## src/core/ehw_pkg.sv

```systemverilog
// constants shared by the event, hold and wake-up control block
// assumes a single 50 MHz system clock and an 8-bit event map
package ehw_pkg;
	// event map positions, shared by flags, enables and hold enables
	localparam int EV_W = 8;
	localparam int EV_DIV0 = 0;
	localparam int EV_TM0 = 1;
	localparam int EV_PORT = 2;
	localparam int EV_DIV1 = 4;
	localparam int EV_TM1 = 7;
	localparam logic [7:0] EV_VALID = 8'h97;
	// cause map: timer 1 moves down to bit 5
	localparam int HC_TM1 = 5;
	localparam logic [7:0] HC_VALID = 8'h37;
	// change-input port
	localparam int PIN_W = 4;
	localparam int PM_PULLUP = 2;
	// program addresses
	localparam int PC_W = 12;
	localparam logic [11:0] PC_RESET_ADDR = 12'h000;
	localparam logic [11:0] VEC_BASE = 12'h004;
	localparam int VEC_SHIFT = 2;
	// reset values
	localparam logic [7:0] REG8_RESET = 8'h00;
	localparam logic [3:0] REG4_RESET = 4'h0;
	localparam logic [2:0] IDX_RESET = 3'h0;
	// operating state of the core as seen by this block
	typedef enum logic [1:0] {ST_RUN, ST_HOLD, ST_HOLD_ISR, ST_STOP} ehw_mode_t;
endpackage

```

## src/core/ehw_sync.sv

```systemverilog
// two-flop synchroniser for pins entering the system clock domain
// assumes reset is synchronous and active high at this level
`timescale 1ns/1ps
module ehw_sync #(
	parameter int W = 4,
	parameter logic RST_VAL = 1'b0
) (
	// clock and reset
	input wire logic clk,
	input wire logic rst,
	// pin side and clock side
	input wire logic [W-1:0] d,
	output logic [W-1:0] q
);
	logic [W-1:0] meta;

	// first stage feeds only the second
	always_ff @(posedge clk) begin
		if (rst) begin
			meta <= {W{RST_VAL}};
			q <= {W{RST_VAL}};
		end else begin
			meta <= d;
			q <= meta;
		end
	end
endmodule // ehw_sync

```

## src/core/ehw_pick.sv

```systemverilog
// lowest-bit priority picker for pending interrupt sources
// assumes the request vector comes from logic on the same clock
`timescale 1ns/1ps
module ehw_pick #(
	parameter int W = 8
) (
	// requests in
	input wire logic [W-1:0] req,
	// winner out
	output logic any,
	output logic [$clog2(W)-1:0] idx,
	output logic [W-1:0] onehot
);
	// lowest set bit wins
	always_comb begin
		idx = '0;
		for (int i = W - 1; i >= 0; i--) begin
			if (req[i]) begin
				idx = i[$clog2(W)-1:0];
			end
		end
	end

	// one-hot of the winner, zero when idle
	assign any = |req;
	assign onehot = any ? (W'(1) << idx) : '0;
endmodule // ehw_pick

```

## src/core/ehw_ctrl.sv

```systemverilog
// event flags, interrupt gating, hold release and stop wake-up control
// assumes the core issues one-cycle instruction strobes on CLK and
// the timer and divider events are one-cycle pulses on CLK
// Functional notes
// write-only 8-bit interrupt enables; bits 0,1,2,4,7 used, 3,5,6 reserved.
// taking an interrupt clears only that source's event flag.
// after a take, no interrupt until enables rewritten or unmask executed.
// mask instruction stops every interrupt whatever the enables hold.
// 4-bit port enables gate each change pin for hold release or interrupt.
// hardware loads 8-bit cause register; bits 0,1,2,4,5 used.
// cause register read as low nibble and high nibble separately.
// any cause bit set leaves hold and makes hold instruction void.
// a cause bit clears once its event flag and hold enable both clear.
// hardware sets 8-bit event flags; bits 0,1,2,4,7 used.
// event flags clear by the clear instruction operand or on interrupt.
// reset comes from power-on reset or the external low-active pin.
// reset loads address 000H and clears all flag and enable registers.
// change port pull-ups are off after reset.
// mode bit 2 turns the change port pull-ups on.
// port, hold and interrupt enables together let a change wake or interrupt.
// change status records per-pin changes, readable and clearable.
// falling edge on a stop-wake enabled pin ends stop mode.
// interrupt needs a set event flag plus its enable, port enables too.
// write-only 8-bit hold enables pick which events release hold.
// interrupt in hold runs its routine then hold resumes after return.
// each source jumps to its own address from 004H to 020H.
// change pins pass two flops before any edge detection.
// lowest pending enabled flag is served first, others stay pending.
`timescale 1ns/1ps
module ehw_ctrl (
	// clock and reset
	input wire logic CLK,
	input wire logic RESET_N,
	input wire logic EXT_RESET_N,
	// register writes from the core
	input wire logic [7:0] WR_DATA,
	input wire logic INT_EN_WR,
	input wire logic HOLD_EN_WR,
	input wire logic PORT_EN_WR,
	input wire logic STOP_EN_WR,
	input wire logic MODE_WR,
	// instruction strobes from the core
	input wire logic EVT_CLR_OP,
	input wire logic CHG_CLR_OP,
	input wire logic INT_UNMASK_OP,
	input wire logic INT_MASK_OP,
	input wire logic HOLD_OP,
	input wire logic STOP_OP,
	input wire logic RETURN_OP,
	// register reads
	input wire logic CAUSE_LO_RD,
	input wire logic CAUSE_HI_RD,
	input wire logic CHG_STAT_RD,
	output logic [3:0] RD_DATA,
	// event sources
	input wire logic DIV0_OVF,
	input wire logic TM0_UDF,
	input wire logic DIV1_OVF,
	input wire logic TM1_UDF,
	input wire logic [3:0] CHANGE_IN,
	// control back to the core and pads
	output logic INT_TAKE,
	output logic PC_LOAD,
	output logic [11:0] PC_ADDR,
	output logic IN_HOLD,
	output logic IN_STOP,
	output logic [3:0] PULLUP_EN
);
	logic ext_ok;
	logic rst;
	logic [3:0] pin_q;
	logic [3:0] pin_prev;
	logic [3:0] chg;
	logic [3:0] fall;
	logic [7:0] interrupt_enable_flags;
	logic [7:0] hold_release_enable;
	logic [3:0] port_change_enable;
	logic [3:0] stop_wake_enable;
	logic [3:0] port_structure_mode;
	logic [7:0] event_flags;
	logic [7:0] hold_release_cause;
	logic [3:0] port_change_status;
	logic [7:0] evt_set;
	logic [7:0] evt_clr;
	logic [7:0] pending;
	logic [7:0] win;
	logic win_any;
	logic [2:0] win_idx;
	logic [2:0] take_idx;
	logic blocked;
	logic masked;
	logic take;
	logic after_rst;
	ehw_pkg::ehw_mode_t state;
	ehw_pkg::ehw_mode_t next_state;

	// map event positions onto cause positions
	function automatic logic [7:0] to_cause(input logic [7:0] e);
		logic [7:0] c;
		c = e & ehw_pkg::EV_VALID;
		c[ehw_pkg::HC_TM1] = e[ehw_pkg::EV_TM1];
		c[ehw_pkg::EV_TM1] = 1'b0;
		return c & ehw_pkg::HC_VALID;
	endfunction

	// external reset pin is asynchronous, so synchronise it first
	ehw_sync #(.W(1), .RST_VAL(1'b0)) u_ext_sync (
		.clk(CLK),
		.rst(!RESET_N),
		.d(EXT_RESET_N),
		.q(ext_ok)
	);
	assign rst = !RESET_N || !ext_ok;

	// change pins through two flops before edge logic; never reset, so the
	// flops and the previous level already match the pins when reset ends
	ehw_sync #(.W(ehw_pkg::PIN_W), .RST_VAL(1'b0)) u_pin_sync (
		.clk(CLK),
		.rst(1'b0),
		.d(CHANGE_IN),
		.q(pin_q)
	);

	// previous pin level; tracks during reset to avoid a false change
	always_ff @(posedge CLK) begin
		pin_prev <= pin_q;
	end
	assign chg = pin_q ^ pin_prev;
	assign fall = pin_prev & ~pin_q;

	// write-only enable and mode registers
	always_ff @(posedge CLK) begin
		if (rst) begin
			interrupt_enable_flags <= ehw_pkg::REG8_RESET;
			hold_release_enable <= ehw_pkg::REG8_RESET;
			port_change_enable <= ehw_pkg::REG4_RESET;
			stop_wake_enable <= ehw_pkg::REG4_RESET;
			port_structure_mode <= ehw_pkg::REG4_RESET;
		end else begin
			if (INT_EN_WR) interrupt_enable_flags <= WR_DATA & ehw_pkg::EV_VALID;
			if (HOLD_EN_WR) hold_release_enable <= WR_DATA & ehw_pkg::EV_VALID;
			if (PORT_EN_WR) port_change_enable <= WR_DATA[3:0];
			if (STOP_EN_WR) stop_wake_enable <= WR_DATA[3:0];
			if (MODE_WR) port_structure_mode <= WR_DATA[3:0];
		end
	end
	assign PULLUP_EN = {ehw_pkg::PIN_W{port_structure_mode[ehw_pkg::PM_PULLUP]}};

	// hardware events; port event only from enabled pins
	always_comb begin
		evt_set = ehw_pkg::REG8_RESET;
		evt_set[ehw_pkg::EV_DIV0] = DIV0_OVF;
		evt_set[ehw_pkg::EV_TM0] = TM0_UDF;
		evt_set[ehw_pkg::EV_PORT] = |(chg & port_change_enable);
		evt_set[ehw_pkg::EV_DIV1] = DIV1_OVF;
		evt_set[ehw_pkg::EV_TM1] = TM1_UDF;
	end

	// clears from the clear instruction operand and the taken source
	assign evt_clr = (EVT_CLR_OP ? WR_DATA : ehw_pkg::REG8_RESET) | (take ? win : 8'h00);

	// event flags; a set in the clearing cycle wins
	always_ff @(posedge CLK) begin
		if (rst) begin
			event_flags <= ehw_pkg::REG8_RESET;
		end else begin
			event_flags <= ((event_flags & ~evt_clr) | evt_set) & ehw_pkg::EV_VALID;
		end
	end

	// cause bits load from flag and hold enable, drop when both are clear
	always_ff @(posedge CLK) begin
		if (rst) begin
			hold_release_cause <= ehw_pkg::REG8_RESET;
		end else begin
			hold_release_cause <= (hold_release_cause
				& to_cause(event_flags | hold_release_enable))
				| to_cause(event_flags & hold_release_enable);
		end
	end

	// per-pin change record; new change beats the clear
	always_ff @(posedge CLK) begin
		if (rst) begin
			port_change_status <= ehw_pkg::REG4_RESET;
		end else begin
			port_change_status <= (CHG_CLR_OP ? ehw_pkg::REG4_RESET : port_change_status)
				| chg;
		end
	end

	// read data held in a register
	always_ff @(posedge CLK) begin
		if (rst) begin
			RD_DATA <= ehw_pkg::REG4_RESET;
		end else if (CAUSE_LO_RD) begin
			RD_DATA <= hold_release_cause[3:0];
		end else if (CAUSE_HI_RD) begin
			RD_DATA <= hold_release_cause[7:4];
		end else if (CHG_STAT_RD) begin
			RD_DATA <= port_change_status;
		end
	end

	// enabled pending sources; port source also needs a port enable
	assign pending = event_flags & interrupt_enable_flags
		& {8{1'b1}} & ~(8'(~|port_change_enable) << ehw_pkg::EV_PORT);

	ehw_pick #(.W(ehw_pkg::EV_W)) u_pick (
		.req(pending),
		.any(win_any),
		.idx(win_idx),
		.onehot(win)
	);

	assign take = win_any && !blocked && !masked && state != ehw_pkg::ST_STOP;

	// block after a take, mask and unmask by instruction
	always_ff @(posedge CLK) begin
		if (rst) begin
			blocked <= 1'b0;
			masked <= 1'b0;
		end else begin
			if (take) blocked <= 1'b1;
			else if (INT_EN_WR || INT_UNMASK_OP) blocked <= 1'b0;
			if (INT_MASK_OP) masked <= 1'b1;
			else if (INT_UNMASK_OP) masked <= 1'b0;
		end
	end

	// program address: reset address, then the vector of each take
	always_ff @(posedge CLK) begin
		if (rst) begin
			PC_ADDR <= ehw_pkg::PC_RESET_ADDR;
			take_idx <= ehw_pkg::IDX_RESET;
			INT_TAKE <= 1'b0;
			after_rst <= 1'b1;
		end else begin
			INT_TAKE <= take;
			after_rst <= 1'b0;
			if (take) begin
				take_idx <= win_idx;
				PC_ADDR <= ehw_pkg::VEC_BASE
					+ (ehw_pkg::PC_W'(win_idx) << ehw_pkg::VEC_SHIFT);
			end
		end
	end
	assign PC_LOAD = INT_TAKE || after_rst;

	// hold and stop sequencing
	always_comb begin
		next_state = state;
		unique case (state)
			ehw_pkg::ST_RUN: begin
				if (STOP_OP) next_state = ehw_pkg::ST_STOP;
				else if (HOLD_OP && hold_release_cause == 8'h00) next_state = ehw_pkg::ST_HOLD;
			end
			ehw_pkg::ST_HOLD: begin
				if (hold_release_cause != 8'h00) next_state = ehw_pkg::ST_RUN;
				else if (take) next_state = ehw_pkg::ST_HOLD_ISR;
			end
			ehw_pkg::ST_HOLD_ISR: begin
				if (RETURN_OP) begin
					next_state = (hold_release_cause == 8'h00) ? ehw_pkg::ST_HOLD
						: ehw_pkg::ST_RUN;
				end
			end
			ehw_pkg::ST_STOP: begin
				if ((fall & stop_wake_enable) != 4'h0) next_state = ehw_pkg::ST_RUN;
			end
		endcase
	end

	// state register
	always_ff @(posedge CLK) begin
		if (rst) state <= ehw_pkg::ST_RUN;
		else state <= next_state;
	end
	assign IN_HOLD = state == ehw_pkg::ST_HOLD;
	assign IN_STOP = state == ehw_pkg::ST_STOP;
endmodule // ehw_ctrl

```

## config.mk

```make
export PLATFORM = sky130hd
export DESIGN_NAME = ehw_ctrl
export DESIGN_NICKNAME = d
export VERILOG_FILES = /design/src/core/ehw_pkg.sv /design/src/core/ehw_sync.sv /design/src/core/ehw_pick.sv /design/src/core/ehw_ctrl.sv
export SDC_FILE = /design/constraint.sdc
export NUM_CORES = 1
export LEC_CHECK = 0
export BUFFER_PORTS_ARGS = -buffer_cell sky130_fd_sc_hd__buf_2
export CORE_ASPECT_RATIO = 1.1
export CORE_MARGIN = 2
export CORE_UTILIZATION = 53
export DETAILED_ROUTE_END_ITERATION = 7
export PLACE_DENSITY = 0.87
export SLEW_MARGIN = 20
export SYNTH_ARGS = -nofsm -noshare
export SYNTH_HDL_FRONTEND = slang
export SYNTH_SLANG_ARGS = --single-unit
```

## constraint.sdc

```tcl
create_clock -name CLK -period 2.1 [get_ports CLK]
set_input_delay 0.315 -clock CLK [delete_from_list [all_inputs] [get_ports CLK]]
set_output_delay 0.315 -clock CLK [all_outputs]
set_load 0.01 [all_outputs]
```

==> results of run 1 <==
[state kept, by name (all words and copies together) (netlist names)]
signal / cells
port_change_status: 4
blocked: 1
u_ext_sync.q: 1
after_rst: 1
event_flags: 5
hold_release_enable: 5
RD_DATA: 4
u_ext_sync.meta: 1
pin_prev: 4
state: 2
PC_ADDR: 4
u_pin_sync.q: 4
port_change_enable: 4
hold_release_cause: 5
stop_wake_enable: 4
interrupt_enable_flags: 5
port_structure_mode: 1
INT_TAKE: 1
masked: 1
u_pin_sync.meta: 4
[worst min-delay path by stage]
stage / startpoint / to / slack [ps] / cells after the start
3_3_place_gp: u_pin_sync.meta[0] / u_pin_sync.q[0] / 310 / 0
5_1_grt: CHANGE_IN[2] / u_pin_sync.meta[2] / 60 / 1
4_1_cts: CHANGE_IN[2] / u_pin_sync.meta[2] / 60 / 1
6_report: CHANGE_IN[3] / u_pin_sync.meta[3] / 80 / 1
2_1_floorplan: u_pin_sync.meta[0] / u_pin_sync.q[0] / 310 / 0
3_5_place_dp: u_pin_sync.meta[2] / u_pin_sync.q[2] / 320 / 0
[cells in the final DEF, fill, tap and decap left out, drive strengths merged, types with 2 or more instances in the layout]
master and count:
and2 4, clkbuf 11, dfxtp 61, inv 11, o21a 3, a211oi 2
or2 2, nand2 25, buf 48, nor2b 3, a22oi 4, o21ai 10
conb 8, nor4 2, mux2i 27, a21oi 21, clkinvlp 2, nor3 5
nor2 33, clkinv 2, nor3b 2, nand2b 4, nand3 5, ha 7
a31oi 4
[final cells by class]
type / instances / area [sq um] / share of cell area (%)
flip-flops and latches: 61 / 1221 / 42.45
repair buffers: 48 / 255.2 / 8.873
multi-input cells: 177 / 1122 / 39.02
clock buffers: 11 / 141.4 / 4.915
inverters: 11 / 41.29 / 1.435
well taps: 56 / 70.07 / 2.436
clock inverters: 4 / 25.02 / 0.8699
[worst max-delay path, stage by stage (launching register included)]
cell and delay [ps]:
dfxtp_1 340, nor4_4 310, or2_1 180, a22oi_1 80, a21oi_1 260, inv_1 70, ha_1 180, nand3_1 70
nand3_1 80, a31oi_1 150
[per-layer routing]
layer,track usage (%),wire [um],vias to the layer above
met3,5.159,271,14
met1,23.12,2064,861
met4,13.73,126,0
li1,-,-,961
met5,0,0,-
met2,32.80,2419,56
[power by group through the flow]
stage / registers [W] / logic, W / clock network [W]
2_1_floorplan: 0.00121 / 0.0000910 / 0
3_3_place_gp: 0.00122 / 0.000129 / 0
3_5_place_dp: 0.00122 / 0.000133 / 0
4_1_cts: 0.00119 / 0.000134 / 0.000895
5_1_grt: 0.00119 / 0.000147 / 0.000945
6_report: 0.00119 / 0.000134 / 0.000875
[cell families (layout without fill, tap and decap cells)]
group	after synthesis	in the layout
AOI/OAI and AO/OA	47	47
adders and majority gates	7	7
buffers and inverters	31	74
DFF	61	61
muxes	27	27
other	1	8
and+or+nand+nor	88	88
[stage by stage]
stage / area [sq um] / util [%] / hold slack, ps
2_1_floorplan: 2501 / - / 309.6
3_3_place_gp: 2710 / 59.51 / 310.8
3_5_place_dp: 2710 / 59.51 / 316.7
4_1_cts: 2877 / 63.16 / 61.88
5_1_grt: 2877 / 63.16 / 63.77
6_report: 2877 / 63.16 / 79.03
==> run metrics, run 1 <==
post-detailed-route via-to-cell ratio approximately 5.1; vias in the first global route roughly 1700; synthesized instance count approximately 260; Initial Util between 50% and 60%; combinational family with the most area after synthesis simple AND/OR/NAND/NOR gates; HP Class input port to flop; final WL around 4900 um; pwr dens roughly 760 nW/um^2; r2r endpoint event_flags[2]; EDFF count, synth 0; DRC viols 0; total congestion overflow 0; first-pass GRT wire length 7845 um; Setup Skew 5.347 ps; post-layout min period 1796 ps; Synth Area in XOR/XNOR 0%; Required @ worst endpoint about 2400 ps; # IOs 58; Max Slew Vio Count 0; arrival time at the worst endpoint between 2000 and 2500 ps; cts bufs inserted 9; Pint between 0.0015 and 0.002 W; Syn Area/Cell between 9 and 10 sq um; status complete, no violations; Synth Area in Compound Gates between 10 and 15%; max-cap viol count 0; CTS resizes 0; switching share of power 23.15%; Fill cells approximately 380; Post-synth ARST share 0%; CP endpoint event_flags[2]; via count between 1500 and 2000; Port Buffers between 40 and 50; Area contributors post-synth dfxtp_1 49%, mux2i_1 11%, nor2_1 5.0%; RSZ-0062 raised after global routing false; hold_buf cts 0; CTS Root Buffer Type clkbuf_8; core box area 4554 sq um; endpoints failing hold 0; Syn. warnings 0; Crit Path Category flop to flop; combinational power share 6.1%; Setup TNS Final 0 ps; sequential fraction of the synthesis area between 40% and 50%; Antenna Nets Post-Route 0; RD Place Congestion between 0.8 and 0.9; die outline width about 69 um; Distinct cells, synth 40; pre-CTS setup slack 298.3 ps; clock-pin slew on the worst setup and hold paths roughly 70 ps; FF-to-FF setup slack around 300 ps; simple-gate share of the synthesized area roughly 17%; clock share of power about two fifths; GRT Total Usage between 10% and 20%; area leader, netlist dfxtp_1; Max clock buf depth 2; fin nets roughly 350; Final Power roughly 0.0022 W; post-synthesis mux area share around 11%; peak supply drop 0.0005291 V; drt first pass iters 4; FMAX 556.8 MHz; critical-path maximum fanout 3; Clock Latency Late Sink roughly 340 ps; Synth Cell Area between 2000 and 2500 sq um; Synth top cells by count 61 x dfxtp_1, 33 x nor2_1, 27 x mux2i_1; initial antenna violation count 0; final setup vio count 0; TritonCTS clock tree built; Post-Synth Adder-Cell Area about 3.5%; First DRT Iteration DRCs 83; Detail Placement HPWL ~3600 um; Yosys reg bits 61; most numerous cell in the Yosys netlist dfxtp_1; crit start category flop; Worst Setup SP port_change_enable[2]; setup bufs post-CTS 0; diode count 0; reg-to-reg critical path startpoint port_change_enable[2]; sequential power share a little over half; layout cells sized above 1 between 20% and 30%; num rows 26; LEAKAGE roughly 1.3 nW; P&R area growth vs syn 16.23%; Worst Reg-to-Reg Cells 9; die height 75.67 um; CTS Sinks a little over 60; Worst Setup End Kind flop; area share of the largest cell type after synthesis 49.34%; Non-Filler Instances roughly 370; setup ws final 303.9 ps; Placed Cells around 350; prevailing post-synth register cell dfxtp_1; crit share post-route between 80% and 90%; H-tree levels 3; sw power 0.0005092 W; routed len/inst ~13 um; die area between 5000 and 6000 sq um; largest net degree at the start of global routing 33
No activity file was read; power rests on OpenSTA's default activity.
==> run 2: changes to the inputs <==
==> constraint.sdc (replaced) <==
create_clock -name CLK -period 2.1 [get_ports CLK]
set_input_delay 0.42 -clock CLK [delete_from_list [all_inputs] [get_ports CLK]]
set_output_delay 0.42 -clock CLK [all_outputs]
set_load 0.01 [all_outputs]
==> run 2 against run 1 <==
Worst hold slack better by 110 ps; cell count increased by 0.27%; global-route usage fell by 0.42 points; cell area up 1.6%; fmax is 0.96% lower; via count grew 2.3%; critical path depth did not move; sequential share of layout area is 0.65 points lower; largest cell class unchanged; highest routed layer unchanged.
==> run metrics, run 2 (same netlist as run 1, synthesis figures left out) <==
status complete, no violations; DRC viols 0; Fill cells about 380; Port Buffers 47; layout cells sized above 1 about a quarter; crit start category flop; Crit Path Category flop to flop; initial antenna violation count 0; drt first pass iters 5; HP Class input port to flop; pwr dens 821.3 nW/um^2; M3 GR Usage 7.275%; Setup TNS Final 0 ps; FMAX 551.4 MHz; final setup vio count 0; commonest non-fill, non-tap cell in the layout dfxtp_1; setup bufs post-CTS 0; peak supply drop between 0.0006 and 0.0007 V; total congestion overflow 0; worst hold path stage count 1; LEAKAGE approximately 1.3 nW; core box area about 4600 sq um; gr busiest metal met2; Max Slew Vio Count 0; via count between 1500 and 2000; GRT Total Usage between 10% and 20%; max-cap viol count 0; die outline width between 60 and 70 um; crit share post-route 86.36%; largest net degree at the start of global routing 33; endpoints failing hold 0; post-layout min period approximately 1800 ps; num rows 26; GR Layer Usage met1 a little over a fifth; post-layout util roughly 64%; arrival time at the worst endpoint around 2100 ps; Required @ worst endpoint between 2000 and 2500 ps; Initial Util between 50% and 60%; RSZ-0062 raised after global routing false; vias in the first global route approximately 1800; RD Place Congestion ~0.87; Antenna Nets Post-Route 0; first-pass GRT wire length about 7800 um; diode count 0; cts bufs inserted 9; die height between 70 and 80 um; GR Util met2 between 30 and 40%; First DRT Iteration DRCs between 70 and 80; CTS Root Buffer Type clkbuf_8; die area 5233 sq um; hold_buf cts 0; Clock Latency Late Sink 330 ps; P&R area growth vs syn 18.05%; fin nets 349; routed len/inst 13.15 um; Worst Reg-to-Reg Cells 9; H-tree levels 3; critical-path maximum fanout 3; Setup Skew about 5.4 ps; TritonCTS clock tree built; Detail Placement HPWL about 3500 um; commonest non-fill, non-tap cells in the layout 61 x dfxtp_1, 47 x buf_2, 33 x nor2_1, 27 x mux2i_1, 25 x nand2_1; post-detailed-route via-to-cell ratio between 5 and 6; clock-pin slew on the worst setup and hold paths 70 ps; # IOs between 50 and 60; Max clock buf depth 2; Worst Setup End Kind flop; final WL about 4900 um; CTS Sinks about 60; CTS resizes 0
==> run 2: through the flow <==
stage | cells | worst slack (ps) | hold WS, ps | instance area, sq um | total power, W
after floorplan | 269 | 503.3 | 309.6 | 2501 | 0.001305
after detailed placement | 353 | 291.6 | 313.2 | 2710 | 0.001349
after global routing | 369 | 144.5 | 164.8 | 2922 | 0.002483
after CTS | 369 | 278.4 | 174.7 | 2922 | 0.002418
final | 369 | 286.4 | 184.6 | 2922 | 0.002399
after global placement | 353 | 375.6 | 310.9 | 2710 | 0.001344
==> run 2: worst max-delay path, cell delays in order, from the launching register on <==
cell and delay (ps):
dfxtp_1 340, nor4_4 310, or2_1 160, a22oi_1 80
a21oi_1 270, inv_1 80, ha_1 190, nand3_1 70
nand3_1 80, a31oi_1 160
==> run 2: area by class of cell <==
class | count | area, sq um | share of cell area, %
sequential | 61 | 1221 | 41.80
multi-input combinational | 177 | 1122 | 38.42
timing repair buffer | 48 | 255.2 | 8.737
clock buffer | 13 | 168.9 | 5.782
tap | 56 | 70.07 | 2.398
clock inverter | 3 | 42.54 | 1.456
inverter | 11 | 41.29 | 1.413
==> run 2: final timing paths <==
check / startpoint / to / slack, ps
max: port_change_enable[2] / event_flags[2] / 290
min: CHANGE_IN[0] / u_pin_sync.meta[0] / 180
min reg2reg: u_pin_sync.meta[3] / u_pin_sync.q[3] / 330
max reg2reg: port_change_enable[2] / event_flags[2] / 290
==> run 2: metal layers <==
| layer | up-vias | share of wire, % |
|---|---|---|
| li1 | 965 | - |
| met5 | - | 0 |
| met3 | 8 | 5.7 |
| met2 | 53 | 49 |
| met4 | 0 | 1.6 |
| met1 | 910 | 44 |
==> run 2: report_power, final <==
part	total [W]	switching (W)	internal [W]
registers	0.00119	0.0000124	0.00118
logic	0.000133	0.0000712	0.0000619
clock network	0.00107	0.000431	0.000643
==> run 3: changes to the inputs <==
--- a/config.mk
+++ b/config.mk
@@ -10,6 +10,7 @@
 export CORE_MARGIN = 2
 export CORE_UTILIZATION = 53
 export DETAILED_ROUTE_END_ITERATION = 7
+export GPL_TIMING_DRIVEN = 0
 export PLACE_DENSITY = 0.87
 export SLEW_MARGIN = 20
 export SYNTH_ARGS = -nofsm -noshare
==> run 3 against run 2 <==
Sequential share of layout area down 0.93 points; highest routed layer unchanged; critical path type unchanged; first-iteration DRC count up 24%; largest power group unchanged; via count up 0.41%; count of clock-buffer cells in the layout down 2; cell count up 3.8%.
==> run metrics, run 3 (same netlist as run 1, synthesis figures left out) <==
GR Util met2 between 30% and 40%; Seq. cell area 1221 sq um; Clock Latency Late Sink between 300 and 400 ps; Required @ worst endpoint approximately 2300 ps; crit-path max cell delay about 350 ps; GRT Total Usage 20.71%; TritonCTS clock tree built; HP Class input port to flop; worst-margin pin slew around 530 ps; post-detailed-route via-to-cell ratio approximately 5.1; first-pass GRT wire length ~8200 um; Fill cells ~390; crit start category flop; diode count 0; cts bufs inserted 9; Detail Placement HPWL about 3700 um; die area about 5200 sq um; arrival time at the worst endpoint about 2100 ps; Max Slew Vio Count 0; num rows 26; peak supply drop between 0.0005 and 0.0006 V; Setup TNS Final 0 ps; Critical-path top delay cell dfxtp_1; pwr dens 814.9 nW/um^2; Worst Reg-to-Reg Cells 8; Port Buffers 42; CTS Sinks 61; layout cells sized above 1 24.16%; worst hold path stage count 1; placed cell area ~2800 sq um; Max clock buf depth 2; Initial Util ~54%; P&R area growth vs syn 20.73%; status complete, no violations; CP top delay family simple AND/OR/NAND/NOR gates; fin nets 363; RSZ-0062 raised after global routing false; hold_buf cts 0; vias in the first global route around 1900; H-tree levels 3; total congestion overflow 0; clock-pin slew on the worst setup and hold paths approximately 60 ps; Crit Path Category flop to flop; Antenna Nets Post-Route 0; GR Layer Usage met1 a little over a fifth; initial antenna violation count 0; max-cap viol count 0; drt first pass iters 4; Slew headroom between 60% and 70%; setup bufs post-CTS 0; core box area roughly 4600 sq um; worst-path cell chain nor4_4 > or2_1 > a22oi_1 > a21oi_1 > ha_1 > nand3_1 > a31oi_1 > nor2_1; RD Place Congestion 0.8851; via count between 1500 and 2000; largest net degree at the start of global routing 11; FMAX about 540 MHz; crit share post-route between 80 and 90%; Setup Skew 6.887 ps; Multi-input gate area 1122 sq um; WP depth 8; Worst Setup SP port_change_enable[2]; DRC viols 0; die height roughly 76 um; die outline width 69.16 um; First DRT Iteration DRCs about 90; post-layout min period 1838 ps; critical-path maximum fanout 3; crit path buf inv count 0; commonest non-fill, non-tap cells in the layout 61 x dfxtp_1, 42 x buf_2, 33 x nor2_1, 27 x mux2i_1, 25 x nand2_1; endpoints failing hold 0; # IOs just under 60; design area 2988 sq um; LEAKAGE 1.324 nW; CTS Root Buffer Type clkbuf_8; Worst Setup End Kind flop; reg-to-reg critical path startpoint port_change_enable[2]; final setup vio count 0; commonest non-fill, non-tap cell in the layout dfxtp_1; gr busiest metal met2; hold path start CHANGE_IN[2]; final WL between 4000 and 5000 um; CTS resizes 0; routed len/inst 13.00 um; M3 GR Usage under 10%
## run 3: cell types whose count changed in the layout (fill, tap and decap cells not counted)
cell and change:
buf_4 +11, clkbuf_1 +3, clkinvlp_4 -1, buf_12 -1
buf_1 +7, bufinv_16 +1, clkinv_2 +2, buf_2 -5
clkbuf_8 -3
## run 3: path summary, 6_finish.rpt
kind,to,slack [ps]
worst max register to register,event_flags[1],260
worst max-delay path,event_flags[1],260
worst min-delay path,u_pin_sync.meta[2],170
worst min register to register,u_pin_sync.q[2],330
## run 3: layer usage
metal | wire (um) | part of all wire, %
met5 | 0 | 0
met4 | 121 | 2.4
met3 | 283 | 5.7
met2 | 2450 | 49
met1 | 2124 | 43
## run 3: layout make-up
type / count / share of cell area (%)
tap: 56 / 2.345
timing repair buffer: 42 / 7.035
clock buffer: 11 / 4.397
inverter: 11 / 1.382
multi-input combinational: 177 / 37.56
sequential: 61 / 40.87
clock inverter: 5 / 2.513
buffer: 20 / 3.894
## run 3: power breakdown
group | total, W | internal, W | switching [W]
clock | 0.00110 | 0.000662 | 0.000438
sequential | 0.00119 | 0.00118 | 0.0000116
combinational | 0.000143 | 0.0000697 | 0.0000736
## run 3: metrics by stage
step	power (W)	instances	util [%]	hold WS (ps)	worst slack, ps
after CTS	0.002443	383	65.60	166.6	256.4
after floorplan	0.001305	269	-	309.6	503.3
after global placement	0.001355	367	61.07	311.3	356.6
after detailed placement	0.001360	367	61.07	313.8	292.7
after global routing	0.002524	383	65.60	160.0	75.26
final	0.002435	383	65.60	174.0	262.1
